File: src/design/pmbus_status_consts.vh
// Purpose: Command codes, field positions, reset values and timing for the status bank
// Assumes: Byte-wide command port behind a PMBus engine
// Notes:   Included by every design file
`ifndef PMBUS_STATUS_CONSTS_VH
`define PMBUS_STATUS_CONSTS_VH
`define CMD_RISE_TIME      8'h61
`define CMD_SUMMARY_BYTE   8'h78
`define CMD_SUMMARY_WORD   8'h79
`define CMD_OUTPUT_VOLTAGE_SUMMARY_FLAGS     8'h7A
`define CMD_IOUT_FLAGS     8'h7B
`define CMD_TEMP_FLAGS     8'h7D
`define CMD_COMM_FLAGS     8'h7E
`define CMD_VENDOR_FLAGS   8'h80
`define CMD_SAVE_ALL       8'h15
`define RISE_EXPONENT      5'h1C
`define RISE_MANT_RESET    8'h2B
`define SB_OFF             6
`define SB_OV              5
`define SB_OC              4
`define SB_VINUV           3
`define SB_TEMP            2
`define SB_CML             1
`define SB_OTHER           0
`define SW_OUTPUT_VOLTAGE_SUMMARY            7
`define SW_IOUT            6
`define SW_VENDOR          4
`define SW_PGOOD           3
`define VF_OV              7
`define VF_UV              4
`define IF_OC              7
`define IF_OCW             5
`define TF_OT              7
`define TF_OTW             6
`define CF_CMD             7
`define CF_DATA            6
`define CF_PEC             5
`define CF_MEM             4
`define CF_OTHER           1
`define MF_TSD             7
`define SETTING_COUNT      8
`define RAMP_STEP_US       100
`define MCLK_MHZ           250
`endif

File: src/design/rise_time_snap.v
// Purpose: Snaps a rise-time mantissa (units of 1/16 ms) to the nearest setting
// Assumes: Mantissa in sixteenths of a millisecond, exponent fixed at -4
// Notes:   Zero passes as zero; ties pick the lower setting
`timescale 1ns/1ps
`include "pmbus_status_consts.vh"
module rise_time_snap (
    input  wire [7:0] rawMant,
    output reg  [7:0] snapMant
);
    // Settings in sixteenths: 0.6 .. 9.0 ms, nearest representable codes
    function [7:0] setting;
        input [2:0] idx;
        begin
            case (idx)
                3'd0:    setting = 8'h0A;
                3'd1:    setting = 8'h0E;
                3'd2:    setting = 8'h13;
                3'd3:    setting = 8'h1B;
                3'd4:    setting = 8'h2B;
                3'd5:    setting = 8'h43;
                3'd6:    setting = 8'h60;
                default: setting = 8'h90;
            endcase
        end
    endfunction

    function [7:0] absDiff;
        input [7:0] a;
        input [7:0] b;
        begin
            absDiff = (a > b) ? (a - b) : (b - a);
        end
    endfunction

    integer i;
    reg [7:0] bestDiff;
    always @* begin
        snapMant = setting(3'd0);
        bestDiff = absDiff(rawMant, setting(3'd0));
        for (i = 1; i < `SETTING_COUNT; i = i + 1) begin
            if (absDiff(rawMant, setting(i[2:0])) < bestDiff) begin
                bestDiff = absDiff(rawMant, setting(i[2:0]));
                snapMant = setting(i[2:0]);
            end
        end
        if (rawMant == 8'h00) begin
            snapMant = 8'h00;
        end
    end
endmodule // rise_time_snap

File: src/design/ref_ramp.v
// Purpose: Slews the reference toward its target at the rise-time rate
// Assumes: Target in arbitrary reference codes, one code step every (riseMant >> 3) + 1 ticks
// Notes:   Zero rise time jumps straight to target
`timescale 1ns/1ps
`include "pmbus_status_consts.vh"
module ref_ramp #(
    parameter REF_W = 12,
    parameter TICK_CYCLES = `RAMP_STEP_US * `MCLK_MHZ
) (
    input  wire             mclk,
    input  wire             rstn,
    input  wire             clkEn,
    input  wire             softStart,
    input  wire [7:0]       riseMant,
    input  wire [REF_W-1:0] refTarget,
    output reg  [REF_W-1:0] refLevel
);
    reg [15:0] tickCnt_q;
    reg [7:0]  stepCnt_q;
    wire       tick = (tickCnt_q == TICK_CYCLES[15:0] - 16'h0001);
    // Larger mantissa means more ticks between steps
    wire       stepNow = tick && (stepCnt_q >= (riseMant >> 3));
    always @(posedge mclk or negedge rstn) begin
        if (!rstn) begin
            tickCnt_q <= 16'h0000;
            stepCnt_q <= 8'h00;
            refLevel  <= {REF_W{1'b0}};
        end else if (clkEn) begin
            tickCnt_q <= tick ? 16'h0000 : tickCnt_q + 16'h0001;
            if (!softStart || riseMant == 8'h00) begin
                refLevel  <= refTarget;
                stepCnt_q <= 8'h00;
            end else if (stepNow) begin
                stepCnt_q <= 8'h00;
                if (refLevel < refTarget) begin
                    refLevel <= refLevel + {{(REF_W-1){1'b0}}, 1'b1};
                end else if (refLevel > refTarget) begin
                    refLevel <= refLevel - {{(REF_W-1){1'b0}}, 1'b1};
                end
            end else if (tick) begin
                stepCnt_q <= stepCnt_q + 8'h01;
            end
        end
    end
endmodule // ref_ramp

File: src/design/pmbus_status_regs.v
// What this block does
// - Writes snap to nearest supported rise time
// - Zero rise time: reference jumps, no ramp
// - Rise time sets soft-start reference slew
// - Linear word, exponent -4, mantissa reset 43
// - Save-all copies rise time to memory
// - 78h returns seven fault summary bits
// - Output-off bit while converter disabled
// - Overvoltage, overcurrent, input-undervoltage summary bits
// - Temperature bit on external fault/warning
// - Comm/memory/logic bit from comm flags
// - Other bit for output undervoltage and overcurrent warning
// - 79h low byte equals summary byte
// - High byte: bits 7,6,4,3 used
// - Voltage summary from voltage flags
// - Current summary from current flags only
// - Vendor summary on thermal shutdown
// - Power-good bit until high-to-low seen
// - 7Ah bit 7 output overvoltage
// - 7Ah bit 4 output undervoltage
// - 7Bh bit 7 overcurrent fault
// - 7Bh bit 5 overcurrent warning
// - Temperature flags bits 7 and 6
// - Comm flags: command, data, PEC, memory, other
//
// Purpose: Status and rise-time bank behind a PMBus command engine
// Assumes: Engine delivers command code, write strobes and byte lane
// Notes:   Fault inputs are pins and are synchronised here
`timescale 1ns/1ps
`include "pmbus_status_consts.vh"
module pmbus_status_regs #(
    parameter REF_W = 12
) (
    input  wire             mclk,
    input  wire             rstn,
    input  wire             clkEn,
    input  wire [7:0]       cmdCode,
    input  wire             wrStrobe,
    input  wire             wrHigh,
    input  wire [7:0]       wrData,
    input  wire             rdStrobe,
    input  wire             rdHigh,
    output reg  [7:0]       rdData,
    output reg              rdValid,
    output reg              rdUnsupported,
    input  wire             convEnable,
    input  wire             vOutOv,
    input  wire             vOutUv,
    input  wire             iOutOc,
    input  wire             iOutOcw,
    input  wire             vInUv,
    input  wire             extOt,
    input  wire             extOtw,
    input  wire             thermalShutdown,
    input  wire             powerGood,
    input  wire             badCommand,
    input  wire             badData,
    input  wire             pecFail,
    input  wire             memoryFault,
    input  wire             otherCommFault,
    input  wire             clearFaults,
    input  wire             softStart,
    input  wire [REF_W-1:0] refTarget,
    output wire [REF_W-1:0] refLevel,
    output reg              nvmSave,
    output reg  [15:0]      nvmRiseWord
);
    localparam NPIN     = 15;
    // Bit positions in the synchronised pin vector
    localparam PIN_EN   = 14;
    localparam PIN_OV   = 13;
    localparam PIN_UV   = 12;
    localparam PIN_OC   = 11;
    localparam PIN_OCW  = 10;
    localparam PIN_VIN  = 9;
    localparam PIN_OT   = 8;
    localparam PIN_OTW  = 7;
    localparam PIN_TSD  = 6;
    localparam PIN_PG   = 5;
    localparam PIN_CMD  = 4;
    localparam PIN_DATA = 3;
    localparam PIN_PEC  = 2;
    localparam PIN_MEM  = 1;
    localparam PIN_OTHC = 0;

    // Two-stage synchroniser for the asynchronous fault pins
    wire [NPIN-1:0] pinRaw = {convEnable, vOutOv, vOutUv, iOutOc, iOutOcw, vInUv,
                              extOt, extOtw, thermalShutdown, powerGood, badCommand,
                              badData, pecFail, memoryFault, otherCommFault};
    reg  [NPIN-1:0] syncA_q;
    reg  [NPIN-1:0] syncB_q;
    genvar g;
    generate
        for (g = 0; g < NPIN; g = g + 1) begin : gSync
            always @(posedge mclk or negedge rstn) begin
                if (!rstn) begin
                    syncA_q[g] <= 1'b0;
                    syncB_q[g] <= 1'b0;
                end else if (clkEn) begin
                    syncA_q[g] <= pinRaw[g];
                    syncB_q[g] <= syncA_q[g];
                end
            end
        end
    endgenerate
    wire sEn   = syncB_q[PIN_EN];
    wire sOv   = syncB_q[PIN_OV];
    wire sUv   = syncB_q[PIN_UV];
    wire sOc   = syncB_q[PIN_OC];
    wire sOcw  = syncB_q[PIN_OCW];
    wire sVin  = syncB_q[PIN_VIN];
    wire sOt   = syncB_q[PIN_OT];
    wire sOtw  = syncB_q[PIN_OTW];
    wire sTsd  = syncB_q[PIN_TSD];
    wire sPg   = syncB_q[PIN_PG];
    wire sCmd  = syncB_q[PIN_CMD];
    wire sData = syncB_q[PIN_DATA];
    wire sPec  = syncB_q[PIN_PEC];
    wire sMem  = syncB_q[PIN_MEM];
    wire sOthC = syncB_q[PIN_OTHC];

    // Latched detail flags; a new event wins over a clear in the same cycle
    reg  [7:0] voutFlags_q;
    reg  [7:0] ioutFlags_q;
    reg  [7:0] tempFlags_q;
    reg  [7:0] commFlags_q;
    reg  [7:0] vendorFlags_q;
    reg        pgFell_q;
    reg        pgPrev_q;
    reg  [7:0] voutEv;
    reg  [7:0] ioutEv;
    reg  [7:0] tempEv;
    reg  [7:0] commEv;
    reg  [7:0] vendorEv;
    always @* begin
        voutEv = 8'h00;
        ioutEv = 8'h00;
        tempEv = 8'h00;
        commEv = 8'h00;
        vendorEv = 8'h00;
        voutEv[`VF_OV]   = sOv;
        voutEv[`VF_UV]   = sUv;
        ioutEv[`IF_OC]   = sOc;
        ioutEv[`IF_OCW]  = sOcw;
        tempEv[`TF_OT]   = sOt;
        tempEv[`TF_OTW]  = sOtw;
        commEv[`CF_CMD]  = sCmd;
        commEv[`CF_DATA] = sData;
        commEv[`CF_PEC]  = sPec;
        commEv[`CF_MEM]  = sMem;
        commEv[`CF_OTHER] = sOthC;
        vendorEv[`MF_TSD] = sTsd;
    end

    // Rise time mantissa, snapped on write
    reg  [7:0] riseMant_q;
    reg  [7:0] riseLowPend_q;
    wire [7:0] snapped;
    rise_time_snap uSnap (
        .rawMant  (riseLowPend_q),
        .snapMant (snapped)
    );
    reg        snapPend_q;

    wire isRiseWr = wrStrobe && (cmdCode == `CMD_RISE_TIME);
    wire isSave   = wrStrobe && (cmdCode == `CMD_SAVE_ALL);
    wire pgFall   = pgPrev_q && !sPg;

    // Flag next values; a new event wins over a clear in the same cycle
    function [7:0] keptFlags;
        input [7:0] flags;
        input       clr;
        begin
            keptFlags = clr ? 8'h00 : flags;
        end
    endfunction

    reg  [7:0] voutFlags_d;
    reg  [7:0] ioutFlags_d;
    reg  [7:0] tempFlags_d;
    reg  [7:0] commFlags_d;
    reg  [7:0] vendorFlags_d;
    reg        pgFell_d;
    always @* begin
        voutFlags_d   = keptFlags(voutFlags_q, clearFaults) | voutEv;
        ioutFlags_d   = keptFlags(ioutFlags_q, clearFaults) | ioutEv;
        tempFlags_d   = keptFlags(tempFlags_q, clearFaults) | tempEv;
        commFlags_d   = keptFlags(commFlags_q, clearFaults) | commEv;
        vendorFlags_d = keptFlags(vendorFlags_q, clearFaults) | vendorEv;
        pgFell_d      = (pgFell_q && !clearFaults) || pgFall;
    end

    // Mantissa takes the snapped value one cycle after the write
    reg  [7:0] riseMant_d;
    always @* begin
        riseMant_d = riseMant_q;
        if (snapPend_q) begin
            riseMant_d = snapped;
        end
    end

    always @(posedge mclk or negedge rstn) begin
        if (!rstn) begin
            voutFlags_q   <= 8'h00;
            ioutFlags_q   <= 8'h00;
            tempFlags_q   <= 8'h00;
            commFlags_q   <= 8'h00;
            vendorFlags_q <= 8'h00;
            pgFell_q      <= 1'b0;
            pgPrev_q      <= 1'b0;
            riseMant_q    <= `RISE_MANT_RESET;
            riseLowPend_q <= 8'h00;
            snapPend_q    <= 1'b0;
            nvmSave       <= 1'b0;
            nvmRiseWord   <= 16'h0000;
        end else if (clkEn) begin
            pgPrev_q      <= sPg;
            voutFlags_q   <= voutFlags_d;
            ioutFlags_q   <= ioutFlags_d;
            tempFlags_q   <= tempFlags_d;
            commFlags_q   <= commFlags_d;
            vendorFlags_q <= vendorFlags_d;
            pgFell_q      <= pgFell_d;
            // Upper mantissa bits and exponent are not writable
            if (isRiseWr && !wrHigh) begin
                riseLowPend_q <= wrData;
                snapPend_q    <= 1'b1;
            end else begin
                snapPend_q <= 1'b0;
            end
            riseMant_q <= riseMant_d;
            nvmSave <= isSave;
            if (isSave) begin
                nvmRiseWord <= {`RISE_EXPONENT, 3'b000, riseMant_q};
            end
        end
    end

    // Ramp follows the live mantissa, so a new rise time applies at once
    ref_ramp #(
        .REF_W (REF_W)
    ) uRamp (
        .mclk      (mclk),
        .rstn      (rstn),
        .clkEn     (clkEn),
        .softStart (softStart),
        .riseMant  (riseMant_q),
        .refTarget (refTarget),
        .refLevel  (refLevel)
    );

    // Summary bits, each the OR of what it covers, except off and power-good, which are inverted single signals
    reg [7:0] sumByte;
    reg [7:0] sumHigh;
    always @* begin
        sumByte = 8'h00;
        sumHigh = 8'h00;
        sumByte[`SB_OFF]   = !sEn;
        sumByte[`SB_OV]    = voutFlags_q[`VF_OV];
        sumByte[`SB_OC]    = ioutFlags_q[`IF_OC];
        sumByte[`SB_VINUV] = sVin;
        sumByte[`SB_TEMP]  = |tempFlags_q;
        sumByte[`SB_CML]   = |commFlags_q;
        sumByte[`SB_OTHER] = voutFlags_q[`VF_UV] | ioutFlags_q[`IF_OCW];
        sumHigh[`SW_OUTPUT_VOLTAGE_SUMMARY]   = |voutFlags_q;
        sumHigh[`SW_IOUT]   = |ioutFlags_q;
        sumHigh[`SW_VENDOR] = |vendorFlags_q;
        sumHigh[`SW_PGOOD]  = !pgFell_q;
    end

    // Read port: one cycle after the strobe; writes to status codes ignored
    always @(posedge mclk or negedge rstn) begin
        if (!rstn) begin
            rdData        <= 8'h00;
            rdValid       <= 1'b0;
            rdUnsupported <= 1'b0;
        end else if (clkEn) begin
            rdValid       <= rdStrobe;
            rdUnsupported <= 1'b0;
            // Read byte holds between reads; only a strobe reloads it
            if (rdStrobe) begin
                case (cmdCode)
                    `CMD_RISE_TIME:    rdData <= rdHigh ?
                                           {`RISE_EXPONENT, 3'b000} : riseMant_q;
                    `CMD_SUMMARY_BYTE: rdData <= sumByte;
                    `CMD_SUMMARY_WORD: rdData <= rdHigh ? sumHigh : sumByte;
                    `CMD_OUTPUT_VOLTAGE_SUMMARY_FLAGS:   rdData <= voutFlags_q;
                    `CMD_IOUT_FLAGS:   rdData <= ioutFlags_q;
                    `CMD_TEMP_FLAGS:   rdData <= tempFlags_q;
                    `CMD_COMM_FLAGS:   rdData <= commFlags_q;
                    `CMD_VENDOR_FLAGS: rdData <= vendorFlags_q;
                    default: begin
                        rdData        <= 8'h00;
                        rdUnsupported <= 1'b1;
                    end
                endcase
            end
        end
    end
endmodule // pmbus_status_regs

File: config.mk
export PLATFORM = sky130hd
export DESIGN_NAME = pmbus_status_regs
export DESIGN_NICKNAME = d
export VERILOG_FILES = /design/src/design/rise_time_snap.v /design/src/design/ref_ramp.v /design/src/design/pmbus_status_regs.v
export VERILOG_INCLUDE_DIRS = /design/src /design/src/design
export SDC_FILE = /design/constraint.sdc
export NUM_CORES = 1
export LEC_CHECK = 0
export ABC_AREA = 0
export BUFFER_PORTS_ARGS = -buffer_cell sky130_fd_sc_hd__buf_4
export CAP_MARGIN = 20
export CORE_MARGIN = 2
export CORE_UTILIZATION = 55
export CTS_BUF_LIST = sky130_fd_sc_hd__clkbuf_4 sky130_fd_sc_hd__clkbuf_8
export CTS_CLUSTER_SIZE = 10
export DETAILED_ROUTE_END_ITERATION = 6
export PLACE_DENSITY_LB_ADDON = 0.25
export SYNTH_ARGS = -nofsm -noshare
export SYNTH_HDL_FRONTEND = slang
export SYNTH_HIERARCHICAL = 1
export SYNTH_SLANG_ARGS = --single-unit
File: constraint.sdc
create_clock -name mclk -period 46.3 [get_ports mclk]
set_input_delay 6.945 -clock mclk [delete_from_list [all_inputs] [get_ports mclk]]
set_output_delay 6.945 -clock mclk [all_outputs]
set_load 0.05 [all_outputs]
# After elaboration in Yosys (flattened, before gate mapping)
# Index checks and enable logic that the tools add are counted.
# op_classes
n_reduce_logical,31
bitwise,6
n_mux,53
n_lt_le_gt_ge,24
eq_ne,10
n_addsub,32
# ops
operator,n
2-to-1 mux 8 bit,38
subtractor 8 bit,12
case mux 8 bit (8 select lines),1
equality test 8 x 7 -> 1 bit (second input constant),7
less-than comparator 8 bit,7
greater-than comparator 8 bit,6
2-to-1 mux 12 bit,4
OR reduction 8 bit,6
bitwise OR 8 bit,5
adder 16 x 1 -> 16 bit (second input constant),1
equality test 16 x 15 -> 1 bit (second input constant),1
greater-than comparator 8 x 4 -> 1 bit (second input constant),2
greater-than comparator 8 x 5 -> 1 bit (second input constant),2
greater-than comparator 8 x 7 -> 1 bit (second input constant),2
logical NOT 8 bit,2
2-to-1 mux 16 bit,1
subtractor 4 x 8 -> 8 bit (first input constant),2
subtractor 5 x 8 -> 8 bit (first input constant),2
subtractor 7 x 8 -> 8 bit (first input constant),2
subtractor 8 x 4 -> 8 bit (second input constant),2
subtractor 8 x 5 -> 8 bit (second input constant),2
subtractor 8 x 7 -> 8 bit (second input constant),2
2-to-1 mux 7 bit,2
adder 12 x 1 -> 12 bit (second input constant),1
25 further kinds,44
# word_totals
output_inout_bits,39
reg_bits,145
word_cells,204
inputBits,52

# Depth between registers and ports, before layout
# Gate-level depths: netlist (run 1).
# logic_depth
word_depth,35
mapped_depth,86

# Cells and area by module
# The synthesis (run 1) kept the hierarchy.
# modules_own_cells
module,seq_area_each_um2,cells_per_inst,area_per_inst_um2,n_inst
rise_time_snap,0.0,574,4086.4,1
pmbus_status_regs,2031.9,263,3455.8,1
ref_ramp,900.9,299,2696.3,1

# Least setup slack after synthesis (run 1)
# Ideal clock, no wire load.
# synth_path
path_type,reg-to-reg
startpoint,register riseLowPend_q[5]
endpoint,register riseMant_q[2]
stages_incl_launch_ff,82
path_buffers,7
path_slack_ps,30925
period_less_slack_ps,15375
t_required_ps,46175
arrival_ps,15250
setup_time_ps,125
path_cell_list,dfrtp_1 -> buf_1 -> inv_1 -> ha_1 -> buf_4 -> or3b_1 -> buf_4 -> a2111oi_4 -> a31oi_4 -> a211o_1 -> o21ai_0 -> o32ai_1 -> xnor2_1 -> ha_1 -> a21o_1 -> a31o_2 -> nor3_1 -> mux2_2 -> [... 46 more ...] -> o21a_1 -> o21ai_0 -> nor2_1 -> a21o_1 -> or2_2 -> a31oi_4 -> mux2_2 -> ha_1 -> a21oi_1 -> nor2b_1 -> o21ai_0 -> nand2_1 -> nor3_1 -> o21ai_0 -> o22a_1 -> o211ai_2 -> nor3_1 -> mux2_2
# synth_between
elab_chain_len,17
word_cells_on_any_way,78
# synth_lines
item,line_no,source
start: declaration,pmbus_status_regs.v:157,reg [7:0] riseLowPend_q;
start signal: assignment,pmbus_status_regs.v:226,riseLowPend_q <= wrData;
"subtractor 4 x 8 -> 8 bit, or another cell as far along",rise_time_snap.v:31,absDiff = (a > b) ? (a - b) : (b - a);
2-to-1 mux 8 bit,rise_time_snap.v:31,
less-than comparator 8 bit,rise_time_snap.v:41,"if (absDiff(rawMant, setting(i[2:0])) < bestDiff) begin"
2-to-1 mux 8 bit,rise_time_snap.v:41,
less-than comparator 8 bit,rise_time_snap.v:41,
2-to-1 mux 8 bit,rise_time_snap.v:41,
less-than comparator 8 bit,rise_time_snap.v:41,
2-to-1 mux 8 bit,rise_time_snap.v:41,
[... 2 more ...],--,
less-than comparator 8 bit,rise_time_snap.v:41,
2-to-1 mux 8 bit,rise_time_snap.v:41,
less-than comparator 8 bit,rise_time_snap.v:41,
2-to-1 mux 8 bit,rise_time_snap.v:41,
less-than comparator 8 bit,rise_time_snap.v:41,
2-to-1 mux 8 bit,rise_time_snap.v:41,
2-to-1 mux 8 bit (*),rise_time_snap.v:46,if (rawMant == 8'h00) begin
named net snapped[2],pmbus_status_regs.v:158,wire [7:0] snapped;
end signal: assignment,pmbus_status_regs.v:211,riseMant_q <= `RISE_MANT_RESET;
end signal: assignment,pmbus_status_regs.v:231,riseMant_q <= riseMant_d;
end: declaration,pmbus_status_regs.v:156,reg [7:0] riseMant_q;
# The timed path passes the listed nets; every way through them passes the cells marked *.
# A chain may end at the register's enable or synchronous reset.

# Final worst setup path (run 1)
# layout_path
startpoint,register riseLowPend_q[6]
endpoint,register riseMant_q[6]
# Same word-level chain as after synthesis.

==> out/summary.txt, run 1 <==
CP Capture Type: flip-flop
clk sinks: 117
DRT met1 WL: 11,800 µm
Slew @ Worst Pin: 0.994 ns
Worst-Skew Late Latency: 0.44 ns
antenna viol nets, final: 0
Pre-antenna DRT Iters: 5
critical path buffer and inverter count: 6
post-CTS sizing: 0
Area contributors post-synth: dfrtp_1 (28%), ha_1 (11%), mux2_2 (7.6%), xnor2_1 (4.4%), nand2_1 (3.5%)
top-count cell post-synth: dfrtp_1
delay-heaviest family, CP: compound AO/OA/AOI/OAI gates
GP Congestion: 0.943
synth warn: 6
DR vias: 8,946
Synth async-reset ratio: 1.00
Cell Count, Final, Fillers Out: 1,439
CP Launch Type: flip-flop
PortBufs: 85
total global routing overflow: 0
fmax: 0.0586 GHz
RSZ-0062 raised after global routing: no
Leakage: 5.08 nW
CP peak stage delay: 0.78 ns
Clock Tree Root: clkbuf_8
number of setup buffers added after CTS: 0
crit path max-delay cell type: o21ai_2
Compound-Gate Fraction of Synth Area: 0.221
Cell variety after synth: 105
Final Cycle Share: 0.368
Max Root-Sink Buffers: 2
leading area contributor after synthesis: dfrtp_1
Die Wd: 140 µm
Area Growth Syn to Fin: 10.4%
Yosys top cell area share: 0.276
clock transition at the registers of the reported paths: 0.07 ns
Setup crit start: riseLowPend_q[6]
Worst R2R Path Depth: 76
CTS tree: built
Setup Skew: 0.0113 ns
fin crit period: 17.06 ns
Cell Pwr Density: 49.9 nW/µm²
DR iter-0 viols: 741
synthesized flop and latch total: 117
Initial Util: 0.566
post-DR wirelength/cell: 17.6 µm
setup violators final: 0
met3 WL: 1650 µm
vias in the first global route: 8,536
initial antenna violation count: 0
WP depth: 76
Final Max Slew Viols: 0
diode count: 0
largest fanout on the critical path: 21
top cells by count, synth: dfrtp_1 (113), nand2_1 (95), ha_1 (89), nor2_1 (79)
setup TNS: 0 ns
CTS Buf Count: 17
Die Area: 19,700 µm²
max_cap viols: 0
H-tree depth: 4
WP data required: 46.62 ns
hold depth: 1
share of cells above drive strength 1: 0.202
nets@finish: 1,339
peak supply drop: 0.0415 mV
num rows: 49
Post-Synth Simple-Gate Area: 0.164
worst endpoint data arrival time: 17.38 ns
Highest Signal Layer: met4
largest family of logic cells by synthesized area: compound AO/OA/AOI/OAI gates
HP Start: uRamp/tickCnt_q[15]
adder-cell share of the synthesized area: 0.112
CTS Hold Bufs: 0
status: finished, final reports clean
primary flip-flop cell chosen by synthesis mapping: dfrtp_1
pin count of the biggest net entering global routing: 71
DP HPWL: 19,000 µm
Hold Vio Cnt, Final: 0
XOR/XNOR Fraction of Synth Area: 0.0539
Worst Setup Path Type: reg2reg
# IOs: 91
average vias per placed instance: 6.22
mux share of post-synthesis cell area: 0.112
area of the core: 18,100 µm²
syn avg cell area: 9.01 µm²
# DRC: 0
metal2 WL: 11,500 µm
first-pass GRT wire length: 42,500 µm
Die Ht: 140 µm
Cell Count Post-Placement: 1,407
Slew HR: 0.338
cell area after synthesis: 10,200 µm²
GRT Total Usage: 0.262
register area share after synthesis: 0.286
Post-synth EDFFs: 0
HP Class: reg2reg
Reg2Reg Launch Point: riseLowPend_q[6]
final WL: 25,400 µm
cell count after synthesis: 1,136
## layout by cell type, fill, tap and decap left out, types with 11 or more instances in the layout
master    instances
o21ai_0          69
ha_1             89
nor2b_1          17
xnor2_1          51
nand3_1          21
nand2_1          95
a21oi_1          63
nor2_1           79
buf_4            91
o21a_1           11
clkbuf_8         18
nand4_1          18
a21o_1           26
nand2b_1         12
mux2i_1          27
inv_1            59
a22o_1           12
xor2_1           12
mux2_2           69
a31oi_1          21
and3_1           14
dfrtp_1         113
nor3_1           20
## routing by layer
metal,vias up,GRT usage
li1,4290,-
met3,32,0.0540
met2,337,0.409
met1,4287,0.369
met4,0,0.0739
met5,-,0
## flip-flops by register name, summed over array words and instances, names as in the netlist, 2 cells and up
| name | flops |
|---|---|
| uRamp/refLevel | 12 |
| ioutFlags_q | 2 |
| uRamp/stepCnt_q | 8 |
| riseLowPend_q | 8 |
| commFlags_q | 5 |
| voutFlags_q | 2 |
| rdData | 8 |
| nvmRiseWord | 9 |
| uRamp/tickCnt_q | 16 |
| syncA_q | 15 |
| tempFlags_q | 2 |
| riseMant_q | 8 |
## kinds of logic (layout without fill, tap and decap cells)
family,after synthesis,count (layout)
AO/OA/AOI/OAI,318,318
XOR/XNOR,63,63
adder cells (fa/ha/maj),91,91
buffers and inverters,116,186
flip-flops,117,117
multiplexers,103,103
other,1,5
AND/OR/NAND/NOR,327,327
## stage by stage
| stage | instance area [µm²] | worst slack, ns | power [mW] | hold WS (ns) | util |
|---|---|---|---|---|---|
| final | 11300 | 29.24 | 0.564 | 0.486 | 0.625 |
| after CTS | 11300 | 29.50 | 0.562 | 0.483 | 0.625 |
| after floorplan | 10300 | 30.92 | 0.415 | 0.438 | - |
| after global routing | 11300 | 27.77 | 0.608 | 0.503 | 0.625 |
| after global placement | 10900 | 29.95 | 0.472 | 0.463 | 0.605 |
| after detailed placement | 10900 | 29.57 | 0.472 | 0.456 | 0.605 |
## power by group
part           internal, mW  total, mW  switching [mW]
Combinational         0.156      0.357           0.201
Sequential            0.112      0.121         0.00919
Clock                0.0398     0.0859          0.0462
Total                 0.307      0.564           0.256
## worst paths after layout
path	endpoint	slack [ns]
hold reg to reg	uRamp/tickCnt_q[15]	0.49
min in group asynchronous	uRamp/refLevel[7]	6.55
hold / removal	uRamp/tickCnt_q[15]	0.49
setup reg to reg	riseMant_q[6]	29.24
max in group asynchronous	riseLowPend_q[6]	38.50
setup / recovery	riseMant_q[6]	29.24
## final cells by class
| type | instances | area (µm²) |
|---|---|---|
| flip-flops and latches | 117 | 2930 |
| fillers | 1525 | 6780 |
| repair buffers | 91 | 683 |
| inverters | 63 | 236 |
| multi-input cells | 907 | 6800 |
| clock inverters | 14 | 116 |
| well taps | 229 | 287 |
| clock buffers | 18 | 248 |
(Power assumes the default switching activity.)
==> run 2: changes to the inputs <==
- clock period: 46.3 -> 14.3 ns (I/O delays scaled with it)
==> out/summary.txt, run 2 (synthesis gave the netlist of run 1 again) <==
setup violators final: 0
diode count: 0
clk sinks: 117
CP Capture Type: flip-flop
first-pass GRT wire length: 43,300 µm
Worst Setup Path Type: reg2reg
Hold Vio Cnt, Final: 0
largest register by flop count: uRamp/tickCnt_q
Die Wd: 140 µm
average vias per placed instance: 6.18
Die Area: 19,700 µm²
fin crit period: 14.17 ns
worst setup margin: 0.132 ns
Max Root-Sink Buffers: 2
GRT Total Usage: 0.270
grt peak-use layer: met2
Final Max Slew Viols: 0
global routing usage on met1: 0.373
Final Cycle Share: 0.991
fmax: 0.0706 GHz
post-DR wirelength/cell: 18.8 µm
Worst-Skew Late Latency: 0.45 ns
Cell Pwr Density: 197 nW/µm²
number of flip-flops under the largest register name: 16
Placed Area: 11,300 µm²
setup TNS: 0 ns
vias in the first global route: 8,583
critical path buffer and inverter count: 6
pin count of the biggest net entering global routing: 74
DR vias: 9,325
# IOs: 91
met2 usage: 0.436
GP Congestion: 0.957
Psw: 1.06 mW
worst endpoint data arrival time: 14.49 ns
share of cells above drive strength 1: 0.299
delay-heaviest family, CP: compound AO/OA/AOI/OAI gates
Leakage: 5.52 nW
PortBufs: 85
initial antenna violation count: 0
WP data required: 14.62 ns
area of the core: 18,100 µm²
DR iter-0 viols: 876
Flop pwr share: 0.160
M3 GR Usage: 0.0444
largest fanout on the critical path: 7
Setup Skew: 0.0127 ns
CTS Buf Count: 17
HP Class: reg2reg
H-tree depth: 4
pre-CTS WS: -0.184 ns
peak supply drop: 0.173 mV
antenna viol nets, final: 0
commonest non-fill, non-tap cell in the layout: buf_4
Clock Power Share: 0.132
max_cap viols: 0
CP peak stage delay: 0.41 ns
Top Registers: uRamp/tickCnt_q (16), syncA_q (15), uRamp/refLevel (12)
# DRC: 0
nets@finish: 1,410
Area Growth Syn to Fin: 21.3%
Initial Util: 0.566
Layout Cell Area excl Fill: 12,400 µm²
total global routing overflow: 0
final WL: 28,300 µm
internal power: 1.39 mW
status: finished, final reports clean
Combinational Power Share: 0.708
sw frac: 0.433
Pre-antenna DRT Iters: 6
crit path max-delay cell type: dfrtp_1
Clock Tree Root: clkbuf_8
CP Launch Type: flip-flop
Slew @ Worst Pin: 0.919 ns
clock transition at the registers of the reported paths: 0.07 ns
Die Ht: 140 µm
Slew HR: 0.388
commonest cells after routing, fill and taps aside: buf_4 (155), dfrtp_1 (111), nand2_1 (94)
DP HPWL: 20,000 µm
CTS tree: built
num rows: 49
## run 2: cell count changes in the layout (fill, tap and decap cells not counted), sizes merged
| cell | delta |
|---|---|
| bufinv | +3 |
| buf | +70 |
| clkinv | +4 |
| inv | -7 |
| nor2b | +1 |
## run 2: stage by stage
stage / power, mW / util / instances / hold slack (ns)
floorplan: 1.36 / - / 1140 / 0.438
global placement: 1.57 / 0.623 / 1446 / 0.459
detailed placement: 1.59 / 0.623 / 1446 / 0.459
CTS: 1.97 / 0.649 / 1483 / 0.478
global route: 2.58 / 0.687 / 1510 / 0.503
finish: 2.44 / 0.687 / 1510 / 0.475
## run 2: area by class of cell
cell class | instances | area [µm²]
fillers | 1413 | 5670
clock buffers | 18 | 248
repair buffers | 161 | 1230
well taps | 229 | 287
flip-flops and latches | 117 | 2940
clock inverters | 14 | 178
inverters | 63 | 244
multi-input cells | 908 | 7300
## run 2: path summary, 6_finish.rpt
| check | startpoint | to | slack [ns] | cells after the start |
|---|---|---|---|---|
| worst min register to register | uRamp/tickCnt_q[15] | uRamp/tickCnt_q[15] | 0.47 | 1 |
| worst min-delay path | uRamp/tickCnt_q[15] | uRamp/tickCnt_q[15] | 0.47 | 1 |
| worst max register to register | riseLowPend_q[4] | riseMant_q[2] | 0.13 | 76 |
| max in group asynchronous | rstn | riseLowPend_q[2] | 11.21 | 2 |
| worst max-delay path | riseLowPend_q[4] | riseMant_q[2] | 0.13 | 76 |
| min in group asynchronous | rstn | uRamp/refLevel[5] | 1.69 | 1 |
## run 2: power groups by stage
stage	Combinational [mW]	Clock (mW)	Sequential [mW]
floorplan	0.952	0	0.409
global placement	1.17	0	0.396
finish	1.73	0.322	0.392
CTS	1.25	0.328	0.391
global route	1.84	0.340	0.396
detailed placement	1.19	0	0.397
## run 2: layer usage
metal / wire (µm) / vias to the layer above / part of all wire
met1: 12200 / 4469 / 0.43
li1: - / 4413 / -
met5: 0 / - / 0
met3: 1900 / 71 / 0.067
met4: 799 / 0 / 0.028
met2: 13500 / 372 / 0.48
## run 2: repair_timing
action                     CTS  global route
setup buffers                5            26
pin swaps                    1            45
resized for setup            1            97
setup endpoints to repair    8             8
hold buffers                 0             0
gates cloned                 0             1
